File: src/hdl/sss_pkg.sv
// Shared constants, state encoding and helpers for the sensor serial slave.
package sss_pkg;

   localparam int         ADDR_W      = 7;
   localparam int         DATA_W      = 8;

   // Bit positions inside the frame header byte.
   localparam int         HDR_RW_POS  = 7;
   localparam int         HDR_ADDR_HI = 6;

   localparam logic [2:0] BIT_FIRST   = 3'h0;
   localparam logic [2:0] BIT_LAST    = 3'h7;
   localparam logic [6:0] ADDR_RST    = 7'h00;
   localparam logic [6:0] ADDR_STEP   = 7'h01;
   localparam logic [7:0] BYTE_RST    = 8'h00;
   localparam logic [7:0] DUMMY_BYTE  = 8'h00;

   localparam logic       RW_WRITE    = 1'b0;
   localparam logic       RW_READ     = 1'b1;

   // Reset values of the pin synchronisers: chip select idles high.
   localparam logic       CS_RST      = 1'b1;
   localparam logic       SCK_RST     = 1'b0;
   localparam logic       SDX_RST     = 1'b0;

   // Idle gaps the master has to keep, in their own units.
   localparam int         CLK_PERIOD_PS   = 25000;
   localparam int         IDLE_ACT_US     = 2;
   localparam int         IDLE_SUSP_US    = 1000;
   localparam int         IDLE_ACT_CYCLES = (IDLE_ACT_US * 1000000 + CLK_PERIOD_PS - 1) / CLK_PERIOD_PS;

   typedef enum logic [3:0] {
      ST_IDLE   = 4'b0001,
      ST_HEADER = 4'b0010,
      ST_WRITE  = 4'b0100,
      ST_READ   = 4'b1000
   } sss_state_t;

   // Shifts a byte one place towards the most significant end.
   function automatic logic [7:0] sss_shl(input logic [7:0] sr, input logic b);
      return {sr[6:0], b};
   endfunction : sss_shl

endpackage : sss_pkg

File: src/hdl/sss_pin_sync.sv
// Three-stage pin synchroniser with agreement filter and edge pulses.
`timescale 1ns/1ps
`default_nettype none

module sss_pin_sync #(
   parameter logic RST_VAL = 1'b0
) (
   input  wire logic mclk,
   input  wire logic rst,
   input  wire logic pin,
   output logic      level,
   output logic      rise,
   output logic      fall
);

   logic s1;
   logic s2;
   logic s3;
   logic lvl;
   logic lvl_d;

   // The first stage feeds the second stage only; the level moves once stages two and three agree.
   always_ff @(posedge mclk or posedge rst) begin
      if (rst) begin
         s1    <= RST_VAL;
         s2    <= RST_VAL;
         s3    <= RST_VAL;
         lvl   <= RST_VAL;
         lvl_d <= RST_VAL;
      end else begin
         s1    <= pin;
         s2    <= s1;
         s3    <= s2;
         lvl   <= (s2 == s3) ? s3 : lvl;
         lvl_d <= lvl;
      end
   end

   assign level = lvl;
   assign rise  = lvl & ~lvl_d;
   assign fall  = ~lvl & lvl_d;

endmodule : sss_pin_sync

`default_nettype wire

File: src/hdl/sss_proto_sel.sv
// Primary interface protocol choice between two-wire serial and SPI.
`timescale 1ns/1ps
`default_nettype none

module sss_proto_sel (
   input  wire logic mclk,
   input  wire logic rst,
   input  wire logic cs_rise,
   input  wire logic nv_spi_en,
   output logic      spi_active
);

   logic spi_sel;

   // Only reset clears the choice, so a selection made once holds until the next reset.
   always_ff @(posedge mclk or posedge rst) begin
      if (rst) begin
         spi_sel <= 1'b0;
      end else if (cs_rise || nv_spi_en) begin
         spi_sel <= 1'b1;
      end
   end

   assign spi_active = spi_sel;

endmodule : sss_proto_sel

`default_nettype wire

File: src/hdl/sss_spi_slave.sv
// SPI slave front end of the sensor's primary interface, with protocol selection.
// The pins are oversampled, so the serial clock must stay well below a quarter of mclk.
`timescale 1ns/1ps
`default_nettype none

module sss_spi_slave (
   input  wire logic       mclk,
   input  wire logic       rst,
   input  wire logic       chip_select_low_n,
   input  wire logic       sck,
   input  wire logic       sdi_in,
   output logic            sdi_out,
   output logic            sdi_oe,
   output logic            sdo_out,
   output logic            sdo_oe,
   input  wire logic       three_wire_select,
   input  wire logic       nv_spi_en,
   output logic [6:0]      reg_addr,
   output logic [7:0]      reg_wdata,
   output logic            reg_wr,
   output logic            reg_rd,
   input  wire logic [7:0] reg_rdata,
   output logic            spi_active,
   output logic            spi_mode_11,
   output logic            frame_busy
);

   // Synchronised pins.
   logic cs_rise;
   logic cs_fall;
   logic sck_lvl;
   logic sck_rise;
   logic sdx_lvl;

   // Decoded frame events.
   logic       in_idle;
   logic       in_header;
   logic       in_write;
   logic       in_read;
   logic       frame_start;
   logic       frame_end;
   logic       byte_last;
   logic [7:0] rx_next;
   logic       hdr_done;
   logic       hdr_is_read;
   logic [6:0] hdr_addr;
   logic       wr_fire;
   logic       rd_start;
   logic       rd_next;
   logic [6:0] addr_inc;

   // Frame state.
   sss_pkg::sss_state_t state;
   sss_pkg::sss_state_t next_state;
   logic [2:0]          bit_cnt;
   logic [7:0]          rx_sr;
   logic [7:0]          tx_sr;
   logic [7:0]          rd_hold;
   logic [6:0]          addr_ptr;
   logic                tw_frame;
   logic                cpol;
   logic                drive_on;
   logic                sdo_bit;
   logic                wr_q;
   logic                rd_q;
   logic [6:0]          addr_q;
   logic [7:0]          wdata_q;

   sss_pin_sync #(
      .RST_VAL (sss_pkg::CS_RST)
   ) u_cs_sync (
      .mclk  (mclk),
      .rst   (rst),
      .pin   (chip_select_low_n),
      .level (),
      .rise  (cs_rise),
      .fall  (cs_fall)
   );

   sss_pin_sync #(
      .RST_VAL (sss_pkg::SCK_RST)
   ) u_sck_sync (
      .mclk  (mclk),
      .rst   (rst),
      .pin   (sck),
      .level (sck_lvl),
      .rise  (sck_rise),
      .fall  ()
   );

   // The data pin is the same pin in both wirings, so one synchroniser serves both.
   sss_pin_sync #(
      .RST_VAL (sss_pkg::SDX_RST)
   ) u_sdx_sync (
      .mclk  (mclk),
      .rst   (rst),
      .pin   (sdi_in),
      .level (sdx_lvl),
      .rise  (),
      .fall  ()
   );

   sss_proto_sel u_proto_sel (
      .mclk       (mclk),
      .rst        (rst),
      .cs_rise    (cs_rise),
      .nv_spi_en  (nv_spi_en),
      .spi_active (spi_active)
   );

   // Decoding of frame events.
   assign in_idle     = (state == sss_pkg::ST_IDLE);
   assign in_header   = (state == sss_pkg::ST_HEADER);
   assign in_write    = (state == sss_pkg::ST_WRITE);
   assign in_read     = (state == sss_pkg::ST_READ);
   assign frame_start = in_idle & cs_fall & spi_active;
   assign frame_end   = ~in_idle & cs_rise;
   assign byte_last   = sck_rise & (bit_cnt == sss_pkg::BIT_LAST);
   assign rx_next     = sss_pkg::sss_shl(rx_sr, sdx_lvl);
   assign hdr_done    = in_header & byte_last & ~cs_rise;
   assign hdr_is_read = (rx_next[sss_pkg::HDR_RW_POS] == sss_pkg::RW_READ);
   assign hdr_addr    = rx_next[sss_pkg::HDR_ADDR_HI:0];
   assign wr_fire     = in_write & byte_last & ~cs_rise;
   assign rd_start    = hdr_done & hdr_is_read;
   assign rd_next     = in_read & byte_last & ~cs_rise;
   assign addr_inc    = addr_ptr + sss_pkg::ADDR_STEP;

   // Frame sequencing.
   always_comb begin
      next_state = state;
      unique case (state)
         sss_pkg::ST_IDLE: begin
            if (frame_start) begin
               next_state = sss_pkg::ST_HEADER;
            end
         end
         sss_pkg::ST_HEADER: begin
            if (frame_end) begin
               next_state = sss_pkg::ST_IDLE;
            end else if (hdr_done) begin
               next_state = hdr_is_read ? sss_pkg::ST_READ : sss_pkg::ST_WRITE;
            end
         end
         sss_pkg::ST_WRITE: begin
            if (frame_end) begin
               next_state = sss_pkg::ST_IDLE;
            end
         end
         sss_pkg::ST_READ: begin
            if (frame_end) begin
               next_state = sss_pkg::ST_IDLE;
            end
         end
         default: begin
            next_state = sss_pkg::ST_IDLE;
         end
      endcase
   end

   always_ff @(posedge mclk or posedge rst) begin
      if (rst) begin
         state <= sss_pkg::ST_IDLE;
      end else begin
         state <= next_state;
      end
   end

   // Mode is latched when the frame opens so it stays steady for its length.
   always_ff @(posedge mclk or posedge rst) begin
      if (rst) begin
         cpol <= 1'b0;
      end else if (frame_start) begin
         cpol <= sck_lvl;
      end
   end

   // A write that changes the wiring only takes effect from the next frame.
   always_ff @(posedge mclk or posedge rst) begin
      if (rst) begin
         tw_frame <= 1'b0;
      end else if (frame_start) begin
         tw_frame <= three_wire_select;
      end
   end

   // Both modes sample on the rising clock edge, so one receive path serves them.
   always_ff @(posedge mclk or posedge rst) begin
      if (rst) begin
         bit_cnt <= sss_pkg::BIT_FIRST;
      end else if (frame_start) begin
         bit_cnt <= sss_pkg::BIT_FIRST;
      end else if (!in_idle && sck_rise) begin
         bit_cnt <= bit_cnt + 3'h1;
      end
   end

   always_ff @(posedge mclk or posedge rst) begin
      if (rst) begin
         rx_sr <= sss_pkg::BYTE_RST;
      end else if (frame_start) begin
         rx_sr <= sss_pkg::BYTE_RST;
      end else if (!in_idle && sck_rise) begin
         rx_sr <= rx_next;
      end
   end

   // The address steps after each byte written or returned.
   always_ff @(posedge mclk or posedge rst) begin
      if (rst) begin
         addr_ptr <= sss_pkg::ADDR_RST;
      end else if (hdr_done) begin
         addr_ptr <= hdr_addr;
      end else if (wr_fire) begin
         addr_ptr <= addr_inc;
      end else if (rd_next) begin
         addr_ptr <= addr_inc;
      end
   end

   // Write strobe and data come straight from flip-flops.
   always_ff @(posedge mclk or posedge rst) begin
      if (rst) begin
         wr_q    <= 1'b0;
         wdata_q <= sss_pkg::BYTE_RST;
      end else begin
         wr_q <= wr_fire;
         if (wr_fire) begin
            wdata_q <= rx_next;
         end
      end
   end

   // Read strobe, one cycle long, so the register side fetches each byte once.
   always_ff @(posedge mclk or posedge rst) begin
      if (rst) begin
         rd_q <= 1'b0;
      end else begin
         rd_q <= rd_start | rd_next;
      end
   end

   // The port address follows whichever strobe is about to fire.
   always_ff @(posedge mclk or posedge rst) begin
      if (rst) begin
         addr_q <= sss_pkg::ADDR_RST;
      end else if (wr_fire) begin
         addr_q <= addr_ptr;
      end else if (rd_start) begin
         addr_q <= hdr_addr;
      end else if (rd_next) begin
         addr_q <= addr_inc;
      end
   end

   // The fetched byte waits here while the previous byte is still going out.
   always_ff @(posedge mclk or posedge rst) begin
      if (rst) begin
         rd_hold <= sss_pkg::BYTE_RST;
      end else if (rd_q) begin
         rd_hold <= reg_rdata;
      end
   end

   // A new output bit appears one mclk cycle after the detected rising edge, so the line
   // changes about five mclk cycles after the pin's rising edge and holds through the master's next sampling edge.
   always_ff @(posedge mclk or posedge rst) begin
      if (rst) begin
         sdo_bit <= 1'b0;
      end else if (rd_start) begin
         sdo_bit <= sss_pkg::DUMMY_BYTE[7];
      end else if (rd_next) begin
         sdo_bit <= rd_hold[7];
      end else if (in_read && sck_rise) begin
         sdo_bit <= tx_sr[7];
      end
   end

   // The shift register holds the bits still to come, one place ahead of the pin.
   always_ff @(posedge mclk or posedge rst) begin
      if (rst) begin
         tx_sr <= sss_pkg::BYTE_RST;
      end else if (rd_start) begin
         tx_sr <= sss_pkg::sss_shl(sss_pkg::DUMMY_BYTE, 1'b0);
      end else if (rd_next) begin
         tx_sr <= sss_pkg::sss_shl(rd_hold, 1'b0);
      end else if (in_read && sck_rise) begin
         tx_sr <= sss_pkg::sss_shl(tx_sr, 1'b0);
      end
   end

   // Drive starts with the first bit of the dummy byte after a read header and ends when the frame closes.
   always_ff @(posedge mclk or posedge rst) begin
      if (rst) begin
         drive_on <= 1'b0;
      end else if (frame_end || in_idle) begin
         drive_on <= 1'b0;
      end else if (rd_start) begin
         drive_on <= 1'b1;
      end
   end

   assign sdo_out     = sdo_bit;
   assign sdo_oe      = drive_on & ~tw_frame;
   assign sdi_out     = sdo_bit;
   assign sdi_oe      = drive_on & tw_frame;
   assign reg_addr    = addr_q;
   assign reg_wdata   = wdata_q;
   assign reg_wr      = wr_q;
   assign reg_rd      = rd_q;
   assign spi_mode_11 = cpol;
   assign frame_busy  = ~in_idle;

endmodule : sss_spi_slave

`default_nettype wire

File: config.mk
export PLATFORM = sky130hd
export DESIGN_NAME = sss_spi_slave
export DESIGN_NICKNAME = d
export VERILOG_FILES = /design/src/hdl/sss_pkg.sv /design/src/hdl/sss_pin_sync.sv /design/src/hdl/sss_proto_sel.sv /design/src/hdl/sss_spi_slave.sv
export SDC_FILE = /design/constraint.sdc
export NUM_CORES = 1
export LEC_CHECK = 0
export BUFFER_PORTS_ARGS = -buffer_cell sky130_fd_sc_hd__clkbuf_2
export CORE_MARGIN = 5
export CORE_UTILIZATION = 30
export CTS_BUF_LIST = sky130_fd_sc_hd__clkbuf_2 sky130_fd_sc_hd__clkbuf_4 sky130_fd_sc_hd__clkbuf_8
export CTS_CLUSTER_DIAMETER = 60
export DETAILED_ROUTE_END_ITERATION = 8
export PLACE_DENSITY_LB_ADDON = 0.3
export SLEW_MARGIN = 20
export SYNTH_ARGS = -nofsm -noshare
export SYNTH_HDL_FRONTEND = slang
export SYNTH_SLANG_ARGS = --single-unit
File: constraint.sdc
create_clock -name mclk -period 2.23 [get_ports mclk]
set_input_delay 0.1115 -clock mclk [delete_from_list [all_inputs] [get_ports mclk]]
set_output_delay 0.1115 -clock mclk [all_outputs]
set_load 0.005 [all_outputs]
==> flow_summary.toml <==
[setup_path]
startpoint_type = "register"
endpoint_kind = "register"
crit_required_ns = 2.46
criticalPathCategory = "register to register"
critical_path.max_fanout = 7
cp_data_arrival_time_ns = 2.18
cpMostUsedCell = "ha_1"
slowest_delay_ns = 0.40
cp_slowest_cell = "dfrtp_1"
path_cells = "ha_1, ha_1, and3b_1, nand3_1, nand2_1, o221a_2"

[cells_and_area]
drive_gt1_share_pct = 29.1
antenna_cells = 0
layout_common_cells = "66 x dfrtp_1, 40 x nand2_1, 38 x clkbuf_2, 13 x nor2_1"
fillers = 1052
final_common_cell = "dfrtp_1"
syn_to_final_growth_pct = 22.0
fin_nets = 333
final_core_util_pct = 37.0

[global_route]
grt_usage_pct = 11.5
grt_pass1_vias = 2258
antenna_found_initial = 0
grt_max_degree = 35
grt-ovfl-total = 0
grt_first_pass_wirelength_mm = 11.6

[timing]
worst_pin_slew_ns = 0.759
fmax_mhz = 513
hold_ws_ns = 0.0161
post-route-period-util_pct = 87.5
max-slew-margin-rel_pct = 49.2
timing.setup.tns_ns = 0
hold_viol_final = 0
period_minus_slack_ns = 1.95
finalSetupViolCount = 0
fin_ws_ns = 0.279
maxSlewViolCount = 0
fin_skew_ns = 0.0131
rsz0062_at_grt = "false"

[logic_synthesis]
synth_seq_cells = 72
synth-edff-count = 0
ys.flop_type = "dfrtp_1"
yosys_warnings = 0
synthesis.area_um2 = 3090
yosysSeqAreaShare_pct = 58.5
synth_cell_types = 57
synth.avg_cell_area_um2 = 12.0
async_flop_share_pct = 100
syn_inst = 257
synth_fp_nets = 275

[power_and_ir_drop]
power_w = 0.00268
power.density_nw_per_um2 = 709
irDropWorstVdd_v = 0.000399
p_leak_nw = 1.84

[floorplan]
initial_core_util_pct = 30.4
dieArea_um2 = 12400
coreArea_um2 = 10200
die_h_um = 112
ioPinCount = 39
row_count = 37
die-width_um = 112

[clock_network]
numCtsBuffers = 9
cts_tree = "built"
clkTransAtPathRegs_ns = 0.08
cts_root_buffer = "clkbuf_8"
htreeDepth = 3
clockBufferDepth = 2
clkSinkCount = 72
insertion_delay_ns = 0.34

[route]
via_per_inst = 4.89
vias = 2231
drt_iter0_markers = 101
postRouteAntennaNets = 0
routedWlPerCell_um = 15.0
dr.pass1.iters = 4
drt-total-wl_mm = 6.83
drcViolationCount = 0

[placed_design]
place_hpwl_mm = 4.98
finalWeightedCongestion = 0.882
buffer_ports.inserted = 38
dp_slack_ns = 0.291

[worst_hold_path]
hold_class = "primary input to register"

[outcome]
status = "complete, no violations"

[run]
drv_cap = 0
[per-stage QoR]
stage,cell area [µm²],instances
3_5_place_dp,3470,429
4_1_cts,3770,456
5_1_grt,3770,456
3_3_place_gp,3470,429
6_report,3770,456
2_1_floorplan,3090,257
[layer usage]
layer,vias up,global-route usage [%],wire length [µm]
li1,1044,-,-
met1,1122,15.7,3180
met2,54,17.2,3200
met3,11,3.37,332
met4,0,4.70,114
met5,-,0,0
[critical path, delay by kind of cell (launching register included)]
family / cells / cell delay, ns
compound gates: 1 / 0.29
fa+ha+maj: 2 / 0.40
flops: 1 / 0.40
simple gates: 3 / 0.74
[state kept, by name (all words and copies together), names as in the netlist, 3 cells and up]
name       flops
addr_ptr       7
tx_sr          7
rx_sr          7
reg_wdata      8
reg_addr       7
state          4
rd_hold        8
bit_cnt        3
[repair_timing]
item                       CTS  global route
setup endpoints to repair    0             0
hold endpoints to repair    30             0
hold buffers                11             0
buffers inserted             0             0
gates resized for setup      0             0
[worst paths after layout]
path | start | to | slack [ns] | cells after the start
max | bit_cnt[0] | addr_ptr[0] | 0.28 | 6
min | reg_rdata[2] | rd_hold[2] | 0.02 | 2
max reg2reg | bit_cnt[0] | addr_ptr[0] | 0.28 | 6
min reg2reg | u_sck_sync.s1 | u_sck_sync.s2 | 0.35 | 0
max in group asynchronous | rst | reg_addr[6] | 1.26 | 4
min in group asynchronous | rst | rd_hold[2] | 0.33 | 3
[synth_stat cells, drive strengths merged, types with 2 or more instances]
library cell / n / area [µm²]
dfrtp: 66 / 1650
nand2: 42 / 173
nor2: 15 / 75.1
mux2: 11 / 128
o21ai: 10 / 53.8
a22o: 9 / 78.8
a22oi: 7 / 52.6
mux2i: 7 / 70.1
o2bb2ai: 7 / 61.3
a21oi: 6 / 30.0
buf: 6 / 35.0
dfstp: 6 / 158
inv: 6 / 22.5
nand2b: 4 / 25.0
nand3: 4 / 20.0
nor3: 4 / 31.3
a21o: 3 / 30.0
and3: 3 / 18.8
clkbuf: 3 / 11.3
ha: 3 / 37.5
maj3: 3 / 30.0
nor4b: 3 / 47.5
a221oi: 2 / 17.5
a2bb2oi: 2 / 17.5
and2: 2 / 12.5
o221a: 2 / 22.5
o22ai: 2 / 12.5
xnor2: 2 / 17.5
xor2: 2 / 17.5
[power breakdown]
group	leakage (nW)	total [W]	internal (W)	switching, W
Clock	0.0971	0.000975	0.000496	0.000478
Combinational	0.788	0.000242	0.000121	0.000121
Sequential	0.952	0.00146	0.00139	0.0000724
[layout make-up]
| type | instances | area (µm²) | share of cell area, % |
|---|---|---|---|
| clock buffer | 13 | 166 | 4.41 |
| clock inverter | 3 | 25.0 | 0.663 |
| inverter | 6 | 22.5 | 0.597 |
| multi-input combinational | 170 | 1210 | 32.2 |
| sequential | 72 | 1810 | 48.0 |
| tap | 136 | 170 | 4.51 |
| timing repair buffer | 56 | 365 | 9.68 |
[cells by family after synthesis]
logic type	Yosys count	share of synthesized area, %
AO/OA/AOI/OAI	56	14.0
XOR/XNOR	4	1.13
adder cells (fa/ha/maj)	6	2.19
buffers and inverters	15	2.23
flip-flops	72	58.5
multiplexers	18	6.39
AND/OR/NAND/NOR	86	15.5
No activity file was read; power rests on OpenSTA's default activity.
